<file path="config.mk">
export PLATFORM = sky130hd
export DESIGN_NAME = hrpf_server_flat
export DESIGN_NICKNAME = d
export VERILOG_FILES = /design/src/rtl/hrpf_server_end.sv /design/src/rtl/hrpf_pkg.sv /design/src/rtl/hrpf_link_if.sv /design/src/rtl/hrpf_pkt_rx.sv /design/src/rtl/hrpf_server.sv /design/src/flat_wrapper.sv
export VERILOG_INCLUDE_DIRS = /design/src /design/src/rtl
export SDC_FILE = /design/constraint.sdc
export NUM_CORES = 1
export LEC_CHECK = 0
export ABC_AREA = 1
export ABC_CLOCK_PERIOD_IN_PS = 4610
export BUFFER_PORTS_ARGS = -buffer_cell sky130_fd_sc_hd__buf_2
export CAP_MARGIN = 10
export CORE_AREA = 2 2 152 154
export DETAILED_ROUTE_END_ITERATION = 7
export DIE_AREA = 0 0 154 156
export HOLD_SLACK_MARGIN = 0.12
export PLACE_DENSITY = 0.63
export SLEW_MARGIN = 20
export SYNTH_ARGS = -nofsm -noshare
export SYNTH_HDL_FRONTEND = slang
export SYNTH_HIERARCHICAL = 1
export SYNTH_SLANG_ARGS = --single-unit
</file>
<file path="constraint.sdc">
create_clock -name ref_clk_i -period 4.61 [get_ports ref_clk_i]
set_input_delay 1.383 -clock ref_clk_i [delete_from_list [all_inputs] [get_ports ref_clk_i]]
set_output_delay 1.383 -clock ref_clk_i [all_outputs]
set_load 0.01 [all_outputs]
</file>
<file path="src/rtl/hrpf_cfg.svh">
// Constants of the host packet framer
`ifndef HRPF_CFG_SVH
`define HRPF_CFG_SVH

// ============================================================
// Framing
`define HRPF_START_MARKER 8'hAC
`define HRPF_SUM_ZERO 8'h00
`define HRPF_PARAM_LEN 8'h05
`define HRPF_SYSINFO_LEN 8'h10
`define HRPF_PORTINFO_LEN 8'h11
`define HRPF_EVENT_BYTES 8'h03
`define HRPF_EVENT_MAX 7'h48
`define HRPF_HDR_LAST 8'h03
`define HRPF_WORD_LAST 8'h04

// ============================================================
// Routine codes
`define HRPF_RTN_NONE 8'h00
`define HRPF_RTN_READ_SYSTEM_INFO 8'h02
`define HRPF_RTN_READ_PORT_INFO 8'h08
`define HRPF_RTN_FETCH_EVENTS 8'h2E
`define HRPF_RTN_LAST 8'h3F

// ============================================================
// Timing
`define HRPF_CLK_KHZ 100000
`define HRPF_REPLY_TIMEOUT_MS 1000

`endif

</file>
<file path="src/rtl/hrpf_server_end.sv">
// Spare file: holds no logic

</file>
<file path="src/rtl/hrpf_pkg.sv">
// Types shared by both ends of the host packet framer
package hrpf_pkg;

    // ============================================================
    // Basic types
    typedef logic [7:0] hrpf_byte_type;
    typedef logic [31:0] hrpf_word_type;

    // ============================================================
    // State machines
    typedef enum logic [2:0] {
        RX_HUNT, RX_CSUM, RX_RTN, RX_LEN, RX_PAY
    } hrpf_rx_state_type;

    typedef enum logic [2:0] {
        DV_IDLE, DV_CALL, DV_SUM, DV_SEND
    } hrpf_dev_state_type;

    typedef enum logic [1:0] {
        HS_IDLE, HS_SEND, HS_WAIT
    } hrpf_host_state_type;

endpackage : hrpf_pkg

</file>
<file path="src/rtl/hrpf_link_if.sv">
// Byte-serial host link between packet client and packet server
interface hrpf_link_if;
    logic [7:0] h2d_data;
    logic h2d_valid;
    logic h2d_ready;
    logic [7:0] d2h_data;
    logic d2h_valid;
    logic d2h_ready;

    // ============================================================
    // Ends
    modport device (input h2d_data, h2d_valid, d2h_ready, output h2d_ready, d2h_data, d2h_valid);
    modport host (output h2d_data, h2d_valid, d2h_ready, input h2d_ready, d2h_data, d2h_valid);
endinterface : hrpf_link_if

</file>
<file path="src/rtl/hrpf_pkt_rx.sv">
// Packet receiver: marker hunt, field parse, checksum check
`include "hrpf_cfg.svh"

module hrpf_pkt_rx (
    input wire logic ref_clk_i,
    input wire logic rst_n_i,
    input wire logic valid_i,
    input wire hrpf_pkg::hrpf_byte_type byte_i,
    output logic pay_valid_o,
    output hrpf_pkg::hrpf_byte_type pay_idx_o,
    output hrpf_pkg::hrpf_byte_type pay_data_o,
    output logic done_o,
    output logic good_o,
    output hrpf_pkg::hrpf_byte_type routine_o,
    output hrpf_pkg::hrpf_byte_type len_o
);
    import hrpf_pkg::*;

    typedef struct packed {
        hrpf_rx_state_type st;
        hrpf_byte_type sum;
        hrpf_byte_type rtn;
        hrpf_byte_type len;
        hrpf_byte_type cnt;
        hrpf_byte_type pay;
        hrpf_byte_type idx;
        logic pay_v;
        logic done;
        logic good;
    } hrpf_rx_type;

    hrpf_rx_type r_reg;
    hrpf_rx_type r_next;

    // ============================================================
    // Parser
    always_comb begin
        hrpf_byte_type acc;
        acc = r_reg.sum + byte_i;
        r_next = r_reg;
        r_next.pay_v = 1'b0;
        r_next.done = 1'b0;
        if (valid_i) begin
            unique case (r_reg.st)
                RX_HUNT: begin
                    // Anything but the marker is dropped, so lost bytes resync here
                    if (byte_i == `HRPF_START_MARKER) begin
                        r_next.st = RX_CSUM;
                    end
                end
                RX_CSUM: begin
                    r_next.sum = byte_i;
                    r_next.st = RX_RTN;
                end
                RX_RTN: begin
                    r_next.sum = acc;
                    r_next.rtn = byte_i;
                    r_next.st = RX_LEN;
                end
                RX_LEN: begin
                    r_next.sum = acc;
                    r_next.len = byte_i;
                    r_next.cnt = '0;
                    if (byte_i == `HRPF_SUM_ZERO) begin
                        r_next.done = 1'b1;
                        r_next.good = (acc == `HRPF_SUM_ZERO);
                        r_next.st = RX_HUNT;
                    end else begin
                        r_next.st = RX_PAY;
                    end
                end
                RX_PAY: begin
                    r_next.sum = acc;
                    r_next.pay = byte_i;
                    r_next.idx = r_reg.cnt;
                    r_next.pay_v = 1'b1;
                    r_next.cnt = r_reg.cnt + 8'h01;
                    if (r_next.cnt == r_reg.len) begin
                        r_next.done = 1'b1;
                        r_next.good = (acc == `HRPF_SUM_ZERO);
                        r_next.st = RX_HUNT;
                    end
                end
                default: r_next.st = RX_HUNT;
            endcase
        end
    end

    always_ff @(posedge ref_clk_i or negedge rst_n_i) begin
        if (!rst_n_i) begin
            r_reg <= '0;
        end else begin
            r_reg <= r_next;
        end
    end

    assign pay_valid_o = r_reg.pay_v;
    assign pay_idx_o = r_reg.idx;
    assign pay_data_o = r_reg.pay;
    assign done_o = r_reg.done;
    assign good_o = r_reg.good;
    assign routine_o = r_reg.rtn;
    assign len_o = r_reg.len;
endmodule : hrpf_pkt_rx

</file>
<file path="src/rtl/hrpf_server.sv">
// Device end: validates request packets, dispatches routines, sends replies
//
// Operation
// - Every packet starts with marker byte 0xAC
// - Receiver discards bytes until the marker
// - All fields except payload are one byte
// - Length byte counts payload bytes, 0 to 255
// - Checksum is inverted field sum plus one
// - Receiver sum through checksum must be zero
// - Valid request calls routine, one reply follows
// - Host checks reply routine matches request routine
// - Host requests always use the parameter layout
// - Replies use parameters except three special routines
// - Byte and word parameter always both sent
// - Parameter layout length byte is five
// - Word parameter travels most significant byte first
// - Total power queries ignore parameters, return word
// - Port power queries: port in, word out
// - Port setting writes: port, value in; result out
// - Power limit read in word, others byte
// - Supply status: index in, status byte out
// - Bad checksum or routine gives no reply
// - Host gives up or resends after one second
// - Events are three bytes, at most 72
`include "hrpf_cfg.svh"

module hrpf_server (
    input wire logic ref_clk_i,
    input wire logic rst_n_i,
    hrpf_link_if.device link,
    output logic call_valid_o,
    output hrpf_pkg::hrpf_byte_type call_routine_o,
    output hrpf_pkg::hrpf_byte_type call_byte_o,
    output hrpf_pkg::hrpf_word_type call_word_o,
    input wire logic call_done_i,
    input wire hrpf_pkg::hrpf_byte_type reply_byte_i,
    input wire hrpf_pkg::hrpf_word_type reply_word_i,
    input wire logic [6:0] event_count_i,
    output hrpf_pkg::hrpf_byte_type fetch_idx_o,
    input wire hrpf_pkg::hrpf_byte_type fetch_data_i,
    output logic drop_o
);
    import hrpf_pkg::*;

    typedef struct packed {
        hrpf_dev_state_type st;
        hrpf_byte_type rtn;
        hrpf_byte_type prm8;
        hrpf_word_type prm32;
        logic special;
        hrpf_byte_type len;
        hrpf_byte_type sum;
        hrpf_byte_type idx;
        hrpf_byte_type tx;
        logic drop;
    } hrpf_dev_type;

    hrpf_dev_type r_reg;
    hrpf_dev_type r_next;
    logic rx_en;
    logic rx_pay_v;
    logic rx_done;
    logic rx_good;
    logic rtn_ok;
    hrpf_byte_type rx_idx, rx_data, rx_rtn, rx_len;
    hrpf_byte_type pay_idx;
    hrpf_byte_type pay_byte, next_pos, ev_len;
    logic [6:0] ev_cnt;

    // ============================================================
    // Request parser
    // Input stalls while a request is in service, so a second request waits
    assign rx_en = link.h2d_valid && (r_reg.st == DV_IDLE);
    assign link.h2d_ready = (r_reg.st == DV_IDLE);

    hrpf_pkt_rx u_rx (
        .ref_clk_i,
        .rst_n_i,
        .valid_i(rx_en),
        .byte_i(link.h2d_data),
        .pay_valid_o(rx_pay_v),
        .pay_idx_o(rx_idx),
        .pay_data_o(rx_data),
        .done_o(rx_done),
        .good_o(rx_good),
        .routine_o(rx_rtn),
        .len_o(rx_len)
    );

    assign rtn_ok = (rx_rtn != `HRPF_RTN_NONE) && (rx_rtn <= `HRPF_RTN_LAST);

    // ============================================================
    // Reply payload source
    // Event count is clamped so a runaway queue cannot overrun the length byte
    assign ev_cnt = (event_count_i > `HRPF_EVENT_MAX) ? `HRPF_EVENT_MAX : event_count_i;
    assign ev_len = 8'({1'b0, ev_cnt} * `HRPF_EVENT_BYTES);
    assign next_pos = r_reg.idx + 8'h01;
    assign pay_idx = (r_reg.st == DV_SUM) ? r_reg.idx : next_pos - `HRPF_HDR_LAST - 8'h01;
    assign fetch_idx_o = pay_idx;

    always_comb begin
        if (r_reg.special) begin
            pay_byte = fetch_data_i;
        end else begin
            unique case (pay_idx)
                8'h00: pay_byte = r_reg.prm8;
                8'h01: pay_byte = r_reg.prm32[31:24];
                8'h02: pay_byte = r_reg.prm32[23:16];
                8'h03: pay_byte = r_reg.prm32[15:8];
                default: pay_byte = r_reg.prm32[7:0];
            endcase
        end
    end

    // ============================================================
    // Dispatch and reply sequencing
    always_comb begin
        r_next = r_reg;
        r_next.drop = 1'b0;
        unique case (r_reg.st)
            DV_IDLE: begin
                if (rx_pay_v) begin
                    if (rx_idx == 8'h00) begin
                        r_next.prm8 = rx_data;
                    end else if (rx_idx <= `HRPF_WORD_LAST) begin
                        r_next.prm32 = {r_reg.prm32[23:0], rx_data};
                    end
                end
                if (rx_done) begin
                    // Only a checked, five-byte, known-routine request is served
                    if (rx_good && rtn_ok && rx_len == `HRPF_PARAM_LEN) begin
                        r_next.rtn = rx_rtn;
                        r_next.st = DV_CALL;
                    end else begin
                        r_next.drop = 1'b1;
                    end
                end
            end
            DV_CALL: begin
                if (call_done_i) begin
                    r_next.prm8 = reply_byte_i;
                    r_next.prm32 = reply_word_i;
                    r_next.special = 1'b1;
                    unique case (r_reg.rtn)
                        `HRPF_RTN_READ_SYSTEM_INFO: r_next.len = `HRPF_SYSINFO_LEN;
                        `HRPF_RTN_READ_PORT_INFO: r_next.len = `HRPF_PORTINFO_LEN;
                        `HRPF_RTN_FETCH_EVENTS: r_next.len = ev_len;
                        default: begin
                            r_next.special = 1'b0;
                            r_next.len = `HRPF_PARAM_LEN;
                        end
                    endcase
                    r_next.sum = r_reg.rtn;
                    r_next.idx = '0;
                    r_next.st = DV_SUM;
                end
            end
            DV_SUM: begin
                // Checksum goes out before the payload, so the payload is walked twice
                if (r_reg.idx == r_reg.len) begin
                    r_next.sum = ~(r_reg.sum + r_reg.len) + 8'h01;
                    r_next.idx = '0;
                    r_next.tx = `HRPF_START_MARKER;
                    r_next.st = DV_SEND;
                end else begin
                    r_next.sum = r_reg.sum + pay_byte;
                    r_next.idx = next_pos;
                end
            end
            DV_SEND: begin
                if (link.d2h_ready) begin
                    if (r_reg.idx == r_reg.len + `HRPF_HDR_LAST) begin
                        r_next.st = DV_IDLE;
                    end else begin
                        r_next.idx = next_pos;
                        unique case (next_pos)
                            8'h01: r_next.tx = r_reg.sum;
                            8'h02: r_next.tx = r_reg.rtn;
                            8'h03: r_next.tx = r_reg.len;
                            default: r_next.tx = pay_byte;
                        endcase
                    end
                end
            end
            default: r_next.st = DV_IDLE;
        endcase
    end

    always_ff @(posedge ref_clk_i or negedge rst_n_i) begin
        if (!rst_n_i) begin
            r_reg <= '0;
        end else begin
            r_reg <= r_next;
        end
    end

    // ============================================================
    // Outputs
    assign call_valid_o = (r_reg.st == DV_CALL);
    assign call_routine_o = r_reg.rtn;
    assign call_byte_o = r_reg.prm8;
    assign call_word_o = r_reg.prm32;
    assign link.d2h_valid = (r_reg.st == DV_SEND);
    assign link.d2h_data = r_reg.tx;
    assign drop_o = r_reg.drop;
endmodule : hrpf_server

</file>
<file path="src/flat_wrapper.sv">
// flat-port wrapper written by rule: the top's interface ports become plain ports
module hrpf_server_flat import hrpf_pkg::*;
  (ref_clk_i, rst_n_i, call_valid_o, call_routine_o, call_byte_o, call_word_o, call_done_i, reply_byte_i, reply_word_i, event_count_i, fetch_idx_o, fetch_data_i, drop_o, link_h2d_data, link_h2d_valid, link_d2h_ready, link_h2d_ready, link_d2h_data, link_d2h_valid);
  hrpf_link_if link_i ();
  input wire logic ref_clk_i;
  input wire logic rst_n_i;
  output logic call_valid_o;
  output hrpf_pkg::hrpf_byte_type call_routine_o;
  output hrpf_pkg::hrpf_byte_type call_byte_o;
  output hrpf_pkg::hrpf_word_type call_word_o;
  input wire logic call_done_i;
  input wire hrpf_pkg::hrpf_byte_type reply_byte_i;
  input wire hrpf_pkg::hrpf_word_type reply_word_i;
  input wire logic [6:0] event_count_i;
  output hrpf_pkg::hrpf_byte_type fetch_idx_o;
  input wire hrpf_pkg::hrpf_byte_type fetch_data_i;
  output logic drop_o;
  input wire logic [$bits(link_i.h2d_data)-1:0] link_h2d_data;
  input wire logic [$bits(link_i.h2d_valid)-1:0] link_h2d_valid;
  input wire logic [$bits(link_i.d2h_ready)-1:0] link_d2h_ready;
  output wire logic [$bits(link_i.h2d_ready)-1:0] link_h2d_ready;
  output wire logic [$bits(link_i.d2h_data)-1:0] link_d2h_data;
  output wire logic [$bits(link_i.d2h_valid)-1:0] link_d2h_valid;
  assign link_i.h2d_data = link_h2d_data;
  assign link_i.h2d_valid = link_h2d_valid;
  assign link_i.d2h_ready = link_d2h_ready;
  assign link_h2d_ready = link_i.h2d_ready;
  assign link_d2h_data = link_i.d2h_data;
  assign link_d2h_valid = link_i.d2h_valid;
  hrpf_server u_core (.ref_clk_i(ref_clk_i), .rst_n_i(rst_n_i), .link(link_i), .call_valid_o(call_valid_o), .call_routine_o(call_routine_o), .call_byte_o(call_byte_o), .call_word_o(call_word_o), .call_done_i(call_done_i), .reply_byte_i(reply_byte_i), .reply_word_i(reply_word_i), .event_count_i(event_count_i), .fetch_idx_o(fetch_idx_o), .fetch_data_i(fetch_data_i), .drop_o(drop_o));
endmodule
</file>
Word-level counts from Yosys, hierarchy flattened:

Index checks and enable logic that the tools add are counted.

* bits in registers: 139
* output and inout port bits: 68
* logic and storage cells: 144

* add/subtract/negate cells: 9
* $mul: 1
* magnitude comparators: 3
* equal/unequal tests: 35
* multiplexer cells: 41
* bitwise gates (word level): 1
* reduce and logical (&&, ||, !) cells: 34

Operator list (count)
* case mux 40 bit (2 select lines): 1
* case mux 8 bit (3 select lines): 3
* two-way mux 65 bit: 1
* two-way mux 32 bit: 2
* case mux 8 bit (2 select lines): 4
* two-way mux 16 bit: 3
* equality test 8 x 2 -> 1 bit, second input constant: 5
* two-way mux 40 bit: 1
* zero test 8 bit: 4
* two-way mux 8 bit: 4
* case mux 8 bit (4 select lines): 1
* adder 8 x 1 -> 8 bit, second input constant: 3
* adder 8 bit: 3
* equality test 8 bit: 3
* two-way mux 3 bit: 8
* two-way mux 11 bit: 2
* equality test 8 x 1 -> 1 bit, second input constant: 2
* AND reduction 4 bit: 4
* case mux 3 bit (5 select lines): 1
* != test 2 x 1 -> 1 bit, second input constant: 7
* != test 2 bit, second input constant: 7
* AND reduction 2 bit: 7
* equality test 3 x 2 -> 1 bit, second input constant: 4
* case mux 3 bit (4 select lines): 1
* other kinds (27): 43

Depth between registers and ports, before layout:

Gate-level depths: netlist of the first run.

* depth in word-level cells: 11
* depth in mapped cells: 38
* gate-level depth less buffers: 37

Hierarchy:

Netlist of the first run, hierarchy kept.

By module, submodules not included
* hrpf_server: times used 1, cells an instance 917, area each 6889.1 um^2, sequential area each 2102.0 um^2
* hrpf_pkt_rx: times used 1, cells an instance 376, area each 3095.5 um^2, sequential area each 1351.3 um^2

Worst setup path after synthesis of the first run:

No wires, ideal clock.

* kind: register to register
* start point: register u_core/r_reg[9] in the netlist's numbering
* end point: register u_core/r_reg[24] in the netlist's numbering
* data arrival time: 3.813 ns
* data required time: 4.494 ns
* setup slack: 0.680 ns
* cell stages (with the launch flop): 32
* buffers on the path: 0
* period minus slack after synthesis: 3.930 ns
* cell sequence: dfrtp_1 > ha_1 > nand2_2 > nand2_2 > ha_1 > o21ai_0 > nor2_2 > nand2_1 > nor2_1 > nand2_2 > inv_2 > nand2_1 > nand2_1 > nor2_1 > nand2_1 > nand2_1 > nand2_2 > ha_1 > a21oi_1 > nand2_1 > a21o_1 > a21oi_1 > nor2_1 > o21ai_0 > nand2_1 > xor2_1 > inv_1 > nand3_1 > nand3_1 > nand2_1 > nand2_1 > nand2_1

* word-level cells in the longest chain between the ends: 10
* elaborated cells on any way between the ends: 14
* classes of those cells: add/sub (4); eq/ne (4); mux (5); reduce/logical (1)

Ends and longest elaborated chain
* start: declaration: RTL line hrpf_server.sv:58 `hrpf_dev_type r_reg;`
* start signal: assignment: RTL line hrpf_server.sv:193 `r_reg <= r_next;`
* adder 8 x 1 -> 8 bit *: RTL line hrpf_server.sv:97 `assign next_pos = r_reg.idx + 8'h01;`
* subtractor 8 x 2 -> 8 bit (no source line) *
* subtractor 8 x 1 -> 8 bit *: RTL line hrpf_server.sv:98 `` assign pay_idx = (r_reg.st == DV_SUM) ? r_reg.idx : next_pos - `HRPF_HDR_LAST - 8'h01; ``
* two-way mux 8 bit *: RTL line hrpf_server.sv:98
* named net fetch_idx_o[3]: RTL line flat_wrapper.sv:15 `output hrpf_pkg::hrpf_byte_type fetch_idx_o;`
* equality test 8 x 2 -> 1 bit (tied with other cells): RTL line hrpf_server.sv:105 `unique case (pay_idx)`
* case mux 8 bit (4 select lines) *: RTL line hrpf_server.sv:105
* two-way mux 8 bit *: RTL line hrpf_server.sv:102 `if (r_reg.special) begin`
* adder 8 bit *: RTL line hrpf_server.sv:166 `r_next.sum = r_reg.sum + pay_byte;`
* two-way mux 16 bit *: RTL line hrpf_server.sv:160 `if (r_reg.idx == r_reg.len) begin`
* case mux 8 bit (2 select lines) *: RTL line hrpf_server.sv:120 `unique case (r_reg.st)`

Mark *: on every way through the listed nets, which the timed path passes. The rest lies on a longest branch.
A chain may end at the register's enable or synchronous reset.

Worst setup path after layout of the first run:

* start point: register u_core/r_reg[10] in the netlist's numbering
* end point: register u_core/r_reg[23] in the netlist's numbering

* word-level cells in the longest chain between the ends: 10
* elaborated cells on any way between the ends: 14
* classes of those cells: add/sub (4); eq/ne (4); mux (5); reduce/logical (1)

Ends and longest elaborated chain (RTL line)
* adder 8 x 1 -> 8 bit: hrpf_server.sv:97
* subtractor 8 x 2 -> 8 bit (no source line)
* subtractor 8 x 1 -> 8 bit: hrpf_server.sv:98
* two-way mux 8 bit: hrpf_server.sv:98
* equality test 8 x 2 -> 1 bit (tied with other cells): hrpf_server.sv:105
* case mux 8 bit (4 select lines): hrpf_server.sv:105
* two-way mux 8 bit: hrpf_server.sv:102
* adder 8 bit: hrpf_server.sv:166
* two-way mux 16 bit *: hrpf_server.sv:160
* case mux 8 bit (2 select lines) *: hrpf_server.sv:120

Every way passes the cells marked *; elsewhere a longest branch is shown, timed or not.

==> reports/results.ini, run 1 <==
[run_status]
status = finished clean

[clock_tree]
cts_tree = built
clock_sinks = 138
path_clk_slew_ps = 60
htreeDepth = 4
root_buffer = clkbuf_16
worstSkewPairLatency_ps = 430
cts_buffers = 17
clockBufferDepth = 2

[routing]
post_drt_via_cell_ratio = 5.38
drtIter0Drc = 557
wl_per_cell_um = 17.0
drt_first_pass_iters = 5
drc = 0
vias = 8832
drt-total-wl_um = 27900
ant_nets = 0

[yosys]
ys_ff_latch = 138
ys_types = 61
synthCells = 1293
synth_adder_area_share_pct = 6.07
synth_compound_area_share_pct = 13.7
synth_edf_count = 0
synth-simple-area-share_pct = 24.5
yosysWarnings = 6
synth_top_family_by_area = simple AND/OR/NAND/NOR gates
synthFlopType = dfrtp_1
ys_seq_area_share_pct = 34.6
synthXorXnorAreaFrac_pct = 2.79
syn_avg_cell_area_um2 = 7.72
synth.area.mux_share_pct = 3.61
synth_area_um2 = 9980
synth_nets = 1407
synthArstFlopShare_pct = 100

[critical_path]
startpoint = u_core/r_reg[10]
crit_fanout = 8
cpMostUsedCell = nand2_1
required_ps = 4950
crit_path_start_kind = flip-flop
arrival_ps = 4590
max_stage_delay_ps = 390
critPathTopFamily = simple AND/OR/NAND/NOR gates
cpMaxStageDelayCell = fa_1
crit-reg2reg-launch = u_core/r_reg[10]
path_buf_inv = 4
end_kind = flip-flop
worstSetupPathType = reg2reg

[sta]
hold_violations = 0
fin_skew_ps = 11.7
timing.final.ws_setup_ps = 358
relSlewSlack_pct = 31.9
maxSlewViolCount = 0
setup_viol = 0
worst_pin_slew_ps = 1020
tns_ps = 0
period_share_pct = 92.2
fmax_ghz = 0.235
timing.final.crit_period_ps = 4250

[global_routing]
grt_max_degree = 64
grt_use_total_pct = 23.3
grt_pass1_wl_um = 44300
antenna_found_initial = 0
grt_pass1_vias = 8445
grt_overflow = 0

[floorplanning]
fp.dieW_um = 154
dieArea_um2 = 24000
core-area_um2 = 22400
die_h_um = 156
io_pins = 136
fp-row-count = 55
start_util_pct = 44.6

[final_layout]
syn_to_final_growth_pct = 9.76
nets = 1459
insertedDiodeCount = 0
fillers = 2223
largest_reg_flops = 32
drive_above_1_share_pct = 22.8
final_area_um2 = 11000

[pwr]
power.leakage_nw = 5.77
total_power_mw = 3.43
power_density_nw_per_um2 = 313
peakVddDrop_uv = 264

[placement]
dp_slack_ps = 302
portBuffers = 135
finalWeightedCongestion = 0.944
hpwlAfterDp_um = 21200
dpl_cell_area_um2 = 10300

[hold_path]
hp-class = reg2reg
hp-start = u_core/u_rx/pay_idx_o[6]

[job]
drv_cap = 0

==> metal layers <==
layer,vias to the layer above,part of all wire (%),global-route usage [%]
li1,4269,-,-
met1,4256,45,30.9
met2,269,49,39.2
met3,38,5.0,3.64
met4,0,1.9,7.43
met5,-,0,0
==> worst reg2reg max path, delay by kind of cell (launching register included) <==
kind	cells	cell delay (ps)
buffers and inverters	4	450
XOR/XNOR	1	120
AO/OA/AOI/OAI	5	690
AND/OR/NAND/NOR	18	1730
flip-flops	1	380
adder cells (fa/ha/maj)	3	790
==> timing repair <==
| item | 4_1_cts | 5_1_grt |
|---|---|---|
| endpoints found under the setup margin | 0 | 2 |
| hold buffers | 0 | 0 |
| setup buffers | 0 | 7 |
| resized for setup | 0 | 9 |
==> final cells by class <==
cell class / instances / area, um2 / area share (%)
Clock inverter: 15 / 184 / 1.68
Timing Repair Buffer: 154 / 825 / 7.52
Inverter: 169 / 638 / 5.82
Clock buffer: 17 / 425 / 3.88
Sequential cell: 138 / 3460 / 31.5
Tap cell: 285 / 357 / 3.25
Multi-Input combinational cell: 865 / 5070 / 46.3
==> layout by cell type (no fill, tap or decap), types with 3 or more instances in the layout <==
master / instances
nand2_1: 290
inv_1: 149
dfrtp_1: 136
buf_2: 134
o21ai_0: 86
nor2_1: 76
nand3_1: 65
ha_1: 41
a21oi_1: 39
mux2_2: 32
nand2_2: 21
buf_4: 19
xor2_1: 19
o22ai_1: 18
clkbuf_16: 17
inv_2: 17
nand4_1: 15
a221oi_1: 13
o21ai_1: 12
nand3_2: 10
o211ai_1: 10
xnor2_1: 10
nor2_2: 8
nor3_1: 8
o21a_1: 8
nor4_1: 7
nor2_4: 6
nand2_4: 6
inv_6: 5
or2_2: 5
a31oi_1: 5
a22o_1: 5
a211oi_1: 5
a21oi_2: 4
fa_1: 4
inv_8: 3
o31ai_1: 3
o21ai_2: 3
nand3b_1: 3
==> final timing paths <==
check                      slack (ps)                       end  depth (start not counted)
max                               360          u_core/r_reg[23]                         31
min                               490  u_core/u_rx/pay_idx_o[6]                          2
max reg2reg                       360          u_core/r_reg[23]                         31
min reg2reg                       490  u_core/u_rx/pay_idx_o[6]                          2
max in group asynchronous        2860    u_core/call_word_o[31]                          2
min in group asynchronous         930          u_core/r_reg[15]                          1
==> per-stage QoR <==
step                      hold slack [ps]  util [%]  std cells
after global routing                  506      49.0       1643
final                                 487      49.0       1643
after floorplan                       450         -       1293
after detailed placement              470      45.9       1604
after global placement                461      45.9       1604
after CTS                             487      48.7       1636
==> kinds of logic (layout without fill, tap and decap cells) <==
logic type,after synthesis,after routing
and+or+nand+nor,530,530
buffers and inverters,290,355
AOI/OAI and AO/OA,226,226
DFF,138,138
adders and majority gates,46,46
muxes,32,32
xor gates and xnor gates,31,31
==> where the power goes <==
part / switching, mW / internal (mW) / total, mW
clock network: 0.602 / 0.821 / 1.42
logic: 0.414 / 0.285 / 0.699
registers: 0.0637 / 1.25 / 1.31
total: 1.08 / 2.35 / 3.43
==> Yosys cell counts (6+ instances only) <==
cell      number  area [um2]
buf_2          8        40.0
o21ai_0       88         440
inv_2         17        63.8
nor4_1         7        43.8
o211ai_1      10        75.1
nand4_1       15        93.8
clkbuf_1      12        45.0
xor2_1        20         175
o21a_1         8        60.1
nand3_2       10         100
buf_4         93         698
xnor2_1       10        87.6
inv_1        149         559
nor3_1         8        40.0
o21ai_1       10        50.1
a221oi_1      13         114
nand3_1       65         325
mux2_2        32         360
nand2_2       22         138
nor2_1        77         289
a21oi_1       40         200
nor2_2         7        43.8
nand2_1      290        1090
dfrtp_1      138        3450
o22ai_1       18         113
nor2_4         6        67.6
ha_1          42         526
Note: power is estimated with default switching activity, not from simulation.
==> run 2: changes to the inputs <==
Settings changed: ABC_CLOCK_PERIOD_IN_PS 4610 to 3900, GPL_TIMING_DRIVEN from default to 0, PLACE_DENSITY 0.63 to 0.65.
Clock period 4.61 ns to 3.9 ns, I/O delays scaled along.
==> run 2 against run 1 <==
Net effect:
- the flow now finishes with violations (setup timing)
- critical path depth fell by 4
- non-clock buffer count grew 146
- cell count up 8.9%
- core utilization up 5.9 points
- hold slack lost 4.1 ps
- worst setup slack got worse by 480 ps
==> reports/results.ini, run 2 (synthesized netlist as in run 1, its figures left out) <==
[clock_tree]
cts_buffers = 17  ; unchanged
clockBufferDepth = 2  ; unchanged
htreeDepth = 4  ; unchanged
clock_sinks = 138  ; unchanged
worstSkewPairLatency_ps = 430  ; about the same
cts_tree = built
root_buffer = clkbuf_16
path_clk_slew_ps = 60  ; about the same

[floorplanning]
die_h_um = 156  ; unchanged
start_util_pct = 44.6  ; unchanged
core-area_um2 = 22400  ; unchanged
io_pins = 136  ; unchanged
dieArea_um2 = 24000  ; unchanged
fp-row-count = 55  ; unchanged
fp.dieW_um = 154  ; unchanged

[run_status]
failed_checks = setup timing
status = finished, violations left

[hold_path]
hp-start = u_core/u_rx/pay_idx_o[0]
hp-class = reg2reg
whs_path_depth = 2  ; unchanged
min_to = u_core/u_rx/pay_idx_o[0]

[critical_path]
crit-reg2reg-launch = u_core/r_reg[10]
required_ps = 4240  ; -710 ps
cpMostUsedCell = nand2_2
r2r_slack_ps = -130  ; -480 ps
arrival_ps = 4370  ; -220 ps
critPathTopFamily = simple AND/OR/NAND/NOR gates
crit_path_start_kind = flip-flop
crit_fanout = 5  ; -3
path_buf_inv = 5  ; +1
end_kind = flip-flop
worstSetupPathType = reg2reg
r2r_end = u_core/r_reg[23]
r2r.worst_path.cells = 27  ; -13%
cpMaxStageDelayCell = dfrtp_2
max_stage_delay_ps = 410  ; +20 ps

[global_routing]
grt_overflow = 0  ; unchanged
grt_max_degree = 76  ; +19%
grt_pass1_wl_um = 46100  ; +4.1%
grt_pass1_vias = 8935  ; +5.8%
antenna_found_initial = 0  ; unchanged
grt_use_total_pct = 24.4  ; +1.1 points

[pwr]
p_int_mw = 2.87  ; +22%
power_density_nw_per_um2 = 336  ; +7.3%
clkPwrFrac_pct = 39.5  ; -1.9 points
pwr-share-comb_pct = 22.8  ; +2.4 points
switchingPower_mw = 1.27  ; +17%
total_power_mw = 4.13  ; +20%
power_frac_seq_pct = 37.7  ; -0.5 points
peakVddDrop_uv = 356  ; +35%
switching_share_pct = 30.6  ; -0.82 points
power.leakage_nw = 6.48  ; +12%

[final_layout]
final_cell_mix = 274 x nand2_1, 144 x inv_1, 140 x buf_2, 136 x dfrtp_1, 133 x buf_4
nets = 1605  ; +10%
drive_above_1_share_pct = 32.1  ; +9.3 points
final_util_pct = 54.9  ; +5.9 points
insertedDiodeCount = 0  ; unchanged
layout_commonest_cell = nand2_1
largest_reg_flops = 32  ; unchanged
syn_to_final_growth_pct = 23.1
fillers = 2117  ; -4.8%
fin_cells = 1789  ; +8.9%
final_area_um2 = 12300  ; +12%
multiInputGateArea_um2 = 5340  ; +5.2%
register_area_um2 = 3460  ; unchanged

[sta]
fmax_ghz = 0.248  ; +5.6%
holdWs_ps = 483  ; -4.11 ps
setup_viol = 3  ; +3
period_share_pct = 103  ; +11 points
rsz0062_at_grt = true
worst_pin_slew_ps = 877  ; -143 ps
timing.final.ws_setup_ps = -126  ; -484 ps
timing.final.crit_period_ps = 4030  ; -226 ps
hold_violations = 0  ; unchanged
maxSlewViolCount = 0  ; unchanged
tns_ps = -318  ; -318 ps
fin_skew_ps = 11.5  ; -0.153 ps
relSlewSlack_pct = 41.3  ; +9.4 points

[placement]
dp_slack_ps = -532  ; -834 ps
hpwlAfterDp_um = 22200  ; +4.5%
dpl_cell_area_um2 = 11100  ; +7.6%
dpl.cell_count = 1714  ; +6.9%
portBuffers = 135  ; unchanged
finalWeightedCongestion = 0.926  ; -1.9%

[routing]
drtIter0Drc = 730  ; +31%
drc = 0  ; unchanged
post_drt_via_cell_ratio = 5.21  ; -3.1%
ant_nets = 0  ; unchanged
drt_first_pass_iters = 5  ; unchanged
drt-total-wl_um = 29400  ; +5.6%
vias = 9321  ; +5.5%
wl_per_cell_um = 16.5  ; -3.0%

[job]
drv_cap = 0  ; unchanged

run 2: cell types whose count changed in the layout (fill, tap and decap cells not counted), moves of 6 or more:
cell      before  now
nand2_1      290  274
buf_4         19  133
clkbuf_1       0   13
ha_4           0    6
o21ai_0       86   79
buf_6          1    7
nand2_2       21   31
buf_2        134  140
run 2: final cells by class:
| cell class | count | share of cell area [%] |
|---|---|---|
| Multi-Input combinational cell | 865 | 43.4 |
| Sequential cell | 138 | 28.1 |
| Timing Repair Buffer | 179 | 8.43 |
| Buffer | 121 | 7.00 |
| Inverter | 169 | 5.32 |
| Clock buffer | 19 | 3.60 |
| Tap cell | 285 | 2.90 |
| Clock inverter | 13 | 1.18 |
run 2: tightest hold or removal path, delay by kind of cell, from the launching register on:
kind	cells	cell delay (ps)
DFF	1	340
AOI/OAI and AO/OA	1	60
and+or+nand+nor	1	50
run 2: worst max-delay path by stage:
stage	startpoint	endpoint	slack, ps	cells after the start
floorplan	u_core/r_reg[9]	u_core/r_reg[24]	100	31
global placement	u_core/r_reg[9]	u_core/r_reg[24]	-500	31
detailed placement	u_core/r_reg[82]	u_core/r_reg[24]	-530	33
CTS	u_core/r_reg[10]	u_core/r_reg[24]	-100	34
global route	u_core/r_reg[10]	u_core/r_reg[24]	-430	34
finish	u_core/r_reg[10]	u_core/r_reg[23]	-130	27
run 2: repair_timing:
item | CTS | global route
setup endpoints to repair | 5 | 6
buffers inserted | 32 | 11
hold buffers | 0 | 0
pin swaps | 39 | 43
gates resized for setup | 56 | 32
run 2: layer usage:
metal / vias up / wire, um / global-route usage, %
met5: - / 0 / 0
met4: 0 / 935 / 8.90
met3: 53 / 1520 / 3.94
met2: 281 / 14200 / 40.8
met1: 4418 / 12800 / 32.0
li1: 4569 / - / -
run 2: power groups by stage:
stage | sequential [mW] | combinational [mW] | clock [mW]
2_1_floorplan | 1.55 | 0.590 | 0
3_3_place_gp | 1.57 | 0.764 | 0
3_5_place_dp | 1.57 | 0.781 | 0
4_1_cts | 1.56 | 0.885 | 1.65
5_1_grt | 1.56 | 1.09 | 1.70
6_report | 1.56 | 0.942 | 1.63
